--- config.mk ---
export PLATFORM = sky130hd
export DESIGN_NAME = ucb_top
export DESIGN_NICKNAME = d
export VERILOG_FILES = /design/src/ucb_pkg.sv /design/src/ucb_baud.sv /design/src/ucb_top.sv /design/src/ucb_txshift.sv
export VERILOG_INCLUDE_DIRS = /design/src
export SDC_FILE = /design/constraint.sdc
export NUM_CORES = 1
export LEC_CHECK = 0
export ABC_AREA = 1
export ABC_CLOCK_PERIOD_IN_PS = 5100
export BUFFER_PORTS_ARGS = -buffer_cell sky130_fd_sc_hd__clkbuf_2
export CAP_MARGIN = 20
export CORE_MARGIN = 2
export CORE_UTILIZATION = 44
export DETAILED_ROUTE_END_ITERATION = 8
export SLEW_MARGIN = 40
export SYNTH_ARGS = -nofsm -noshare
export SYNTH_HDL_FRONTEND = slang
export SYNTH_SLANG_ARGS = --single-unit
--- constraint.sdc ---
create_clock -name clk -period 5.1 [get_ports clk]
set_input_delay 1.275 -clock clk [delete_from_list [all_inputs] [get_ports clk]]
set_output_delay 1.275 -clock clk [all_outputs]
set_load 0.02 [all_outputs]
--- src/ucb_consts.svh ---
/*
 * Offsets, field positions, reset values and counts for the serial control block.
 * Assumes inclusion by its bare name from each file that uses its macros.
 */
`ifndef UCB_CONSTS_SVH
`define UCB_CONSTS_SVH

// ==================================================
// register offsets
`define UCB_OFS_CTL1    16'h7051
`define UCB_OFS_HBAUD   16'h7052
`define UCB_OFS_LBAUD   16'h7053
`define UCB_OFS_CTL2    16'h7054
`define UCB_OFS_RXST    16'h7055
`define UCB_OFS_RXBUF   16'h7057
`define UCB_OFS_TXBUF   16'h7059

// ==================================================
// serial_control_one fields
`define UCB_C1_RECEIVER_ENABLE    0
`define UCB_C1_TRANSMITTER_ENABLE    1
`define UCB_C1_SLEEP    2
`define UCB_C1_WAKE     3
`define UCB_C1_CLKENA   4
`define UCB_C1_SRSTN    5
`define UCB_C1_ERRIE    6

// ==================================================
// serial_control_two and receive status fields
`define UCB_C2_TXIE     0
`define UCB_C2_RXIE     1
`define UCB_C2_EMPTY    6
`define UCB_C2_RDY      7
`define UCB_RS_WAKE     1
`define UCB_RS_PE       2
`define UCB_RS_OE       3
`define UCB_RS_FE       4
`define UCB_RS_BRK      5
`define UCB_RS_RDY      6
`define UCB_RS_ERR      7

// ==================================================
// reset values and counts
`define UCB_DIV_RST     16'h0000
`define UCB_BYTE_RST    8'h00
`define UCB_BAUD_MULT   19'h00008
`define UCB_IDLE_BITS   4'hb
`define UCB_DATA_BITS   4'h8

`endif

--- src/ucb_pkg.sv ---
/*
 * Types shared by the serial control block modules.
 * Assumes ucb_consts.svh is reachable by bare name.
 */
`default_nettype none

package ucb_pkg;

	// ==================================================
	// transmit shifter
	typedef enum logic [2:0] {
		TX_IDLE, TX_SYNC, TX_PRE, TX_START, TX_DATA, TX_ADDR, TX_STOP
	} ucb_tx_state_type;

	typedef struct packed {
		ucb_tx_state_type st;
		logic [3:0]       cnt;
		logic [7:0]       sh;
		logic             wake;
		logic             pin;
	} ucb_tx_type;

	// ==================================================
	// baud generator
	typedef struct packed {
		logic [18:0] cnt;
		logic        tick;
	} ucb_baud_type;

	// ==================================================
	// top level
	typedef struct packed {
		logic       rx_en;
		logic       tx_en;
		logic       sleep;
		logic       wake_req;
		logic       clk_en;
		logic       srst_n;
		logic       err_ie;
		logic       rx_ie;
		logic       tx_ie;
		logic [15:0] div;
		logic [7:0] txbuf;
		logic       buf_full;
		logic       armed;
		logic       wake_tmp;
		logic       rdy;
		logic       brk;
		logic       fe;
		logic       oe;
		logic       pe;
		logic       rwake;
		logic       idle_pend;
		logic [7:0] rxbuf;
		logic [7:0] rdata;
		logic       sclk;
	} ucb_top_type;

endpackage

`default_nettype wire

--- src/ucb_baud.sv ---
/*
 * Baud generator: one bit-rate tick every eight times (divisor plus one) clocks.
 * Assumes a divisor stable except on the cycles that raise restart.
 */
`include "ucb_consts.svh"
`default_nettype none

module ucb_baud
	import ucb_pkg::*;
(
	input  wire logic        clk,
	input  wire logic        rst_b,
	input  wire logic        restart,
	input  wire logic [15:0] divisor,
	output logic             bit_tick
);

	ucb_baud_type q;
	ucb_baud_type d;

	function automatic logic [18:0] ucb_reload(input logic [15:0] div);
		ucb_reload = 19'(({3'h0, div} + 19'h00001) * `UCB_BAUD_MULT) - 19'h00001;
	endfunction

	// ==================================================
	// counter
	always_comb begin
		d = q;
		d.tick = 1'b0;
		if (restart) begin
			d.cnt = ucb_reload(divisor);
		end else if (q.cnt == 19'h00000) begin
			d.cnt = ucb_reload(divisor);
			d.tick = 1'b1;
		end else begin
			d.cnt = q.cnt - 19'h00001;
		end
	end

	always_ff @(posedge clk or negedge rst_b) begin
		if (!rst_b) begin
			q <= '0;
		end else begin
			q <= d;
		end
	end

	assign bit_tick = q.tick;
endmodule // ucb_baud

`default_nettype wire

--- src/ucb_top.sv ---
/*
 * Control, baud select and operating flags of an asynchronous serial unit.
 * Assumes a receiver on the same clock that reports each assembled character,
 * break and idle line as one-cycle pulses, and a format bit for the protocol.
 */
`include "ucb_consts.svh"
`default_nettype none

module ucb_top
	import ucb_pkg::*;
(
	input  wire logic        clk,
	input  wire logic        rst_b,
	input  wire logic [15:0] reg_addr,
	input  wire logic [7:0]  reg_wdata,
	input  wire logic        reg_wr,
	input  wire logic        reg_rd,
	output logic      [7:0]  reg_rdata,
	input  wire logic        addr_bit_mode,
	input  wire logic        rx_char_done,
	input  wire logic [7:0]  rx_char_data,
	input  wire logic        rx_char_addr_bit,
	input  wire logic        rx_char_parity_bad,
	input  wire logic        rx_char_frame_bad,
	input  wire logic        rx_break_seen,
	input  wire logic        rx_idle_seen,
	output logic             transmit_pin_o,
	output logic             transmit_pin_oe,
	output logic             serial_clock_pin_o,
	output logic             serial_clock_pin_oe,
	output logic             tx_irq,
	output logic             rx_irq,
	output logic             rx_err_irq,
	output logic             wake_temp_flag
);

	ucb_top_type q;
	ucb_top_type d;

	logic       bit_tick;
	logic       tx_busy;
	logic       tx_load;
	logic       addr_hit;
	logic       xfer;
	logic       rx_error;
	logic       tx_buffer_free;
	logic       tx_empty;
	logic       baud_restart;
	logic [7:0] rx_status;

	function automatic logic ucb_hit(input logic [15:0] a, input logic [15:0] ofs);
		ucb_hit = (a == ofs);
	endfunction

	// ==================================================
	// derived status
	assign tx_buffer_free = !q.buf_full;
	assign tx_empty = !q.buf_full && !tx_busy;
	assign rx_error = q.brk | q.fe | q.oe | q.pe;
	assign rx_status = {rx_error, q.rdy, q.brk, q.fe, q.oe, q.pe, q.rwake, 1'b0};
	// picks what counts as an address byte
	assign addr_hit = addr_bit_mode ? rx_char_addr_bit : q.idle_pend;
	// the enable is sampled when the character completes
	assign xfer = rx_char_done && q.rx_en && q.srst_n && (!q.sleep || addr_hit);
	// once written while enabled, a character still goes out
	assign tx_load = q.buf_full && (q.tx_en || q.armed) && !tx_busy && q.srst_n;
	assign baud_restart = !q.srst_n ||
		(reg_wr && (ucb_hit(reg_addr, `UCB_OFS_HBAUD) || ucb_hit(reg_addr, `UCB_OFS_LBAUD)));

	// ==================================================
	// register file and flags
	always_comb begin
		d = q;
		if (tx_load) begin
			d.buf_full = 1'b0;
			d.wake_tmp = q.wake_req;
			d.wake_req = 1'b0;
		end
		if (reg_wr) begin
			case (reg_addr)
				`UCB_OFS_CTL1: begin
					d.rx_en = reg_wdata[`UCB_C1_RECEIVER_ENABLE];
					d.tx_en = reg_wdata[`UCB_C1_TRANSMITTER_ENABLE];
					d.sleep = reg_wdata[`UCB_C1_SLEEP];
					// set wins over the transfer clear in the same cycle
					d.wake_req = d.wake_req | reg_wdata[`UCB_C1_WAKE];
					d.clk_en = reg_wdata[`UCB_C1_CLKENA];
					d.srst_n = reg_wdata[`UCB_C1_SRSTN];
					d.err_ie = reg_wdata[`UCB_C1_ERRIE];
				end
				`UCB_OFS_HBAUD: d.div[15:8] = reg_wdata;
				`UCB_OFS_LBAUD: d.div[7:0] = reg_wdata;
				`UCB_OFS_CTL2: begin
					d.rx_ie = reg_wdata[`UCB_C2_RXIE];
					d.tx_ie = reg_wdata[`UCB_C2_TXIE];
				end
				`UCB_OFS_TXBUF: begin
					d.txbuf = reg_wdata;
					d.buf_full = 1'b1;
					d.armed = q.tx_en;
				end
				default: begin
				end
			endcase
		end
		// receive side: a read clears, a new transfer in the same cycle wins
		if (reg_rd && ucb_hit(reg_addr, `UCB_OFS_RXBUF)) begin
			d.rdy = 1'b0;
			d.rwake = 1'b0;
		end
		if (rx_idle_seen) begin
			d.idle_pend = 1'b1;
		end
		if (xfer) begin
			d.rxbuf = rx_char_data;
			d.oe = q.oe | q.rdy;
			d.rdy = 1'b1;
			d.pe = q.pe | rx_char_parity_bad;
			d.fe = q.fe | rx_char_frame_bad;
			d.rwake = addr_bit_mode ? rx_char_addr_bit : q.idle_pend;
			d.idle_pend = 1'b0;
		end
		if (rx_break_seen && !q.sleep) begin
			d.brk = 1'b1;
		end
		// operating flags only; configuration and wake request untouched
		if (!q.srst_n) begin
			d.buf_full = 1'b0;
			d.armed = 1'b0;
			d.wake_tmp = 1'b0;
			d.rdy = 1'b0;
			d.brk = 1'b0;
			d.fe = 1'b0;
			d.oe = 1'b0;
			d.pe = 1'b0;
			d.rwake = 1'b0;
			d.idle_pend = 1'b0;
		end
		if (bit_tick && q.clk_en) begin
			d.sclk = !q.sclk;
		end else if (!q.clk_en) begin
			d.sclk = 1'b0;
		end
		d.rdata = `UCB_BYTE_RST;
		if (reg_rd) begin
			case (reg_addr)
				`UCB_OFS_CTL1: begin
					d.rdata = {1'b0, q.err_ie, q.srst_n, q.clk_en,
						q.wake_req, q.sleep, q.tx_en, q.rx_en};
				end
				`UCB_OFS_HBAUD: d.rdata = q.div[15:8];
				`UCB_OFS_LBAUD: d.rdata = q.div[7:0];
				`UCB_OFS_CTL2: begin
					d.rdata = {tx_buffer_free, tx_empty, 4'h0, q.rx_ie, q.tx_ie};
				end
				`UCB_OFS_RXST: d.rdata = rx_status;
				`UCB_OFS_RXBUF: d.rdata = q.rxbuf;
				`UCB_OFS_TXBUF: d.rdata = q.txbuf;
				default: d.rdata = `UCB_BYTE_RST;
			endcase
		end
	end

	always_ff @(posedge clk or negedge rst_b) begin
		if (!rst_b) begin
			q <= '0;
			q.div <= `UCB_DIV_RST;
		end else begin
			q <= d;
		end
	end

	// ==================================================
	// baud generator and shifter
	ucb_baud u_baud (
		.clk      (clk),
		.rst_b    (rst_b),
		.restart  (baud_restart),
		.divisor  (q.div),
		.bit_tick (bit_tick)
	);

	ucb_txshift u_tx (
		.clk       (clk),
		.rst_b     (rst_b),
		.hold      (!q.srst_n),
		.bit_tick  (bit_tick),
		.load      (tx_load),
		.load_data (q.txbuf),
		.load_wake (q.wake_req),
		.addr_mode (addr_bit_mode),
		.busy      (tx_busy),
		.pin       (transmit_pin_o)
	);

	// ==================================================
	// outputs
	assign reg_rdata = q.rdata;
	assign transmit_pin_oe = q.tx_en || tx_busy || (q.armed && q.buf_full);
	assign serial_clock_pin_o = q.sclk;
	assign serial_clock_pin_oe = q.clk_en;
	// requests are levels; empty never raises one
	assign tx_irq = tx_buffer_free && q.tx_ie;
	assign rx_irq = q.rx_en && q.rx_ie && (q.rdy || q.brk);
	assign rx_err_irq = q.rx_en && q.err_ie && rx_error;
	assign wake_temp_flag = q.wake_tmp;
endmodule // ucb_top

`default_nettype wire

--- src/ucb_txshift.sv ---
/*
 * Transmit shifter: start bit, eight data bits lsb first, optional address bit, stop bit.
 * Assumes load is raised only while busy is low.
 */
`include "ucb_consts.svh"
`default_nettype none

module ucb_txshift
	import ucb_pkg::*;
(
	input  wire logic       clk,
	input  wire logic       rst_b,
	input  wire logic       hold,
	input  wire logic       bit_tick,
	input  wire logic       load,
	input  wire logic [7:0] load_data,
	input  wire logic       load_wake,
	input  wire logic       addr_mode,
	output logic            busy,
	output logic            pin
);

	ucb_tx_type q;
	ucb_tx_type d;

	// ==================================================
	// frame sequencer
	always_comb begin
		d = q;
		case (q.st)
			TX_IDLE: begin
				d.pin = 1'b1;
				if (load) begin
					d.sh = load_data;
					d.wake = load_wake;
					d.st = TX_SYNC;
				end
			end
			// wait for a tick so every bit lasts one full bit time
			TX_SYNC: begin
				if (bit_tick) begin
					d.cnt = 4'h0;
					if (q.wake && !addr_mode) begin
						d.st = TX_PRE;
						d.pin = 1'b1;
					end else begin
						d.st = TX_START;
						d.pin = 1'b0;
					end
				end
			end
			TX_PRE: begin
				if (bit_tick) begin
					if (q.cnt == `UCB_IDLE_BITS - 4'h1) begin
						d.st = TX_START;
						d.pin = 1'b0;
					end else begin
						d.cnt = q.cnt + 4'h1;
					end
				end
			end
			TX_START: begin
				if (bit_tick) begin
					d.st = TX_DATA;
					d.pin = q.sh[0];
					d.sh = {1'b0, q.sh[7:1]};
					d.cnt = 4'h0;
				end
			end
			TX_DATA: begin
				if (bit_tick) begin
					if (q.cnt == `UCB_DATA_BITS - 4'h1) begin
						if (addr_mode) begin
							d.st = TX_ADDR;
							d.pin = q.wake;
						end else begin
							d.st = TX_STOP;
							d.pin = 1'b1;
						end
					end else begin
						d.pin = q.sh[0];
						d.sh = {1'b0, q.sh[7:1]};
						d.cnt = q.cnt + 4'h1;
					end
				end
			end
			TX_ADDR: begin
				if (bit_tick) begin
					d.st = TX_STOP;
					d.pin = 1'b1;
				end
			end
			TX_STOP: begin
				if (bit_tick) begin
					d.st = TX_IDLE;
				end
			end
			default: begin
				d.st = TX_IDLE;
				d.pin = 1'b1;
			end
		endcase
		if (hold) begin
			d = '0;
			d.pin = 1'b1;
		end
	end

	always_ff @(posedge clk or negedge rst_b) begin
		if (!rst_b) begin
			q <= '0;
			q.pin <= 1'b1;
		end else begin
			q <= d;
		end
	end

	assign busy = (q.st != TX_IDLE);
	assign pin = q.pin;

endmodule // ucb_txshift

`default_nettype wire
==> results.toml <==
[layout]
area_delta_synth_final_pct = 11.70
layout_common_cells = "238 x nand2_1, 100 x inv_1, 96 x dfrtp_1, 83 x nor2_1, 62 x o21ai_0"
mostFrequentLayoutCell = "nand2_1"
drive_gt1_share_pct = 14.12
insertedDiodeCount = 0
final_nets = 922

[setup_path]
end_kind = "flip-flop"
cp_cell_sequence = "clkbuf_2, nor2_1, nand3_1, nor2_1, o211ai_1, nand3_2, clkinv_1, o21ai_0, nand2_1"
required_ns = 5.34
path_max_fanout = 26
cp_slowest_stage_delay_ns = 0.39
cp.arrival_ns = 3.10
start_kind = "input pin"
cp.depth = 9
cp_common_cell = "nor2_1"
crit_buf_inv = 2
ff2ff_path_depth = 12
crit_slowest_cell = "nand3_2"
path_delay_family = "simple AND/OR/NAND/NOR gates"
critical_path_class = "input pin to flip-flop"

[timing]
finalCriticalPeriod_ns = 2.863
fin_crit_sh_pct = 56.13
final-max-slew-violation-count = 0
finalHoldViolations = 0
fmax_ghz = 0.3493
worst_pin_slew_ns = 0.7263
setup_tns_ns = 0
setup_viol = 0
rsz0062_at_grt = "no"
slew_headroom_pct = 51.58
finClkSkew_ns = 0.01041

[cts]
clockBufferDepth = 2
cts.sinks = 97
ctsResizeCount = 0
cts_buffers = 9
post_cts_buffers = 0
cts-htree-levels = 3
cts_root_buf = "clkbuf_16"
clkLatencyLatePin_ns = 0.35
cts_hold_buf = 0
clk_pin_slew_ns = 0.07
cts_tree = "done"

[min_path]
hold_class = "flip-flop to flip-flop"
whs_path_depth = 1

[die]
coreArea_um2 = 13190
rows = 42
die_area_um2 = 14380
die_w_um = 119.9
die_h_um = 119.9
pin_count = 59
start_util_pct = 44.82

[yosys]
synth_top_area_share_pct = 40.63
yosysTopAreaCell = "dfrtp_1"
synth.avg_cell_area_um2 = 7.175
synth_ff_type = "dfrtp_1"
synth_area_leaders = "dfrtp_1 41%, nand2_1 15%, inv_1 6.3%"
synth_area_um2 = 5912
yosys.cell_types.count = 42
synthCells = 824
seq_area_frac_synth_pct = 41.08
synthArstFlopShare_pct = 100.0
syn_nets = 873
ys_ff_latch = 97
synth_edf_count = 0
yosysWarnings = 0

[global_route]
grt_overflow_total = 0
grt.total_usage_pct = 22.80
antenna_found_initial = 0
grt_max_degree = 56
grt_pass1_wl_um = 25580
grt_pass1_vias = 5257

[power]
peakVddDrop_mv = 0.1572
comb_power_share_pct = 3.3
clkPwrFrac_pct = 45.0
p_switching_uw = 360.4
seq_power_share_pct = 51.7
power_uw = 1488
switching_share_pct = 24.23
p_int_uw = 1127
p_leak_uw = 0.003273
powerDensity_nw_per_um2 = 225.3

[outcome]
status = "finished, final reports clean"

[place]
io_buffers = 58
dp_hpwl_um = 12000
place.gp.congestion = 0.9183

[routing]
drt_first_iter_violations = 407
route.detailed.drc = 0
wirelength_um = 15420
final_antenna_net_count = 0
viasPerCell = 5.118
wl_per_cell_um = 14.63
route.vias.total = 5394
drt-pass1-iter-count = 5

[flow_run]
max_cap_violations = 0
==> sequential cells by signal (all words and copies together) (netlist names) <==
signal	count
q	49
u_baud.q	19
u_tx.q	16
reg_rdata	8
serial_clock_pin_o	1
serial_clock_pin_oe	1
u_baud.bit_tick	1
u_tx.pin	1
wake_temp_flag	1
==> worst paths after layout <==
kind                        startpoint                 end  slack [ns]
max                        reg_addr[3]        u_baud.q[16]        2.24
min                        u_baud.q[1]         u_baud.q[1]        0.46
max reg2reg                      q[35]        u_baud.q[18]        2.88
min reg2reg                u_baud.q[1]         u_baud.q[1]        0.46
max in group asynchronous        rst_b  serial_clock_pin_o        3.07
min in group asynchronous        rst_b          u_tx.q[10]        0.97
==> layout make-up <==
cell class | instances | area (um2)
fillers | 1327 | 6586
multi-input cells | 597 | 2943
flip-flops and latches | 97 | 2429
inverters | 107 | 401.6
repair buffers | 61 | 315.3
clock buffers | 9 | 225.2
well taps | 176 | 220.2
clock inverters | 7 | 70.07
==> power groups by stage <==
stage          clock network, uW  registers (uW)  logic [uW]
2_1_floorplan                  0             784        9.59
3_3_place_gp                   0             784        49.3
3_5_place_dp                   0             784        50.3
4_1_cts                      687             769        50.4
5_1_grt                      728             769        55.8
6_report                     670             769        48.5
==> logic make-up (layout without fill, tap and decap cells) <==
group | count (synthesis) | count (layout) | share of synthesized area (%)
XOR/XNOR | 21 | 21 | 3.111
buffers and inverters | 130 | 184 | 9.143
flip-flops | 97 | 97 | 41.08
AND/OR/NAND/NOR | 445 | 445 | 33.57
adder cells (fa/ha/maj) | 6 | 6 | 1.270
AO/OA/AOI/OAI | 125 | 125 | 11.83
==> worst register-to-register path, stage by stage, from the launching register on <==
cell	delay [ns]
dfrtp_1	0.56
ha_1	0.28
nand2_1	0.10
nor2_2	0.26
nand2_1	0.08
nand2_1	0.18
nand2_1	0.08
nor2_1	0.14
nand3_1	0.13
nor2_1	0.10
nor2_1	0.05
nor2_1	0.11
nor2_1	0.05
==> per-layer routing <==
metal  vias to the layer above  GRT usage [%]  part of all wire, %  routed length [um]
li1                       2725              -                    -                   -
met1                      2486          28.92                   45                6863
met2                       156          38.03                   48                7410
met3                        27          3.375                  4.3                 662
met4                         0          11.18                  3.1                 480
met5                         -              0                    0                   0
==> synthesized netlist by cell type (all sizes together) (2+ instances only) <==
cell	count
inv	106
a22o	2
nand2	248
nor2	105
xor2	18
ha	6
a22oi	7
clkbuf	7
o21ai	74
nor3	11
o211ai	7
xnor2	3
dfrtp	96
nand4	13
a21oi	28
buf	16
nand3	61
nor4	3
nor3b	2
==> per-stage QoR <==
step / instance area (um2) / utilization, % / cells / hold WS [ns] / worst slack, ns
6_report: 6604 / 50.07 / 1054 / 0.4633 / 2.237
5_1_grt: 6604 / 50.07 / 1054 / 0.5089 / 1.974
4_1_cts: 6604 / 50.07 / 1054 / 0.4706 / 2.210
3_5_place_dp: 6309 / 47.83 / 1038 / 0.4595 / 1.830
3_3_place_gp: 6309 / 47.83 / 1038 / 0.4215 / 1.936
2_1_floorplan: 5912 / - / 824 / 0.4091 / 2.594
Note: power is estimated with default switching activity, not from simulation.
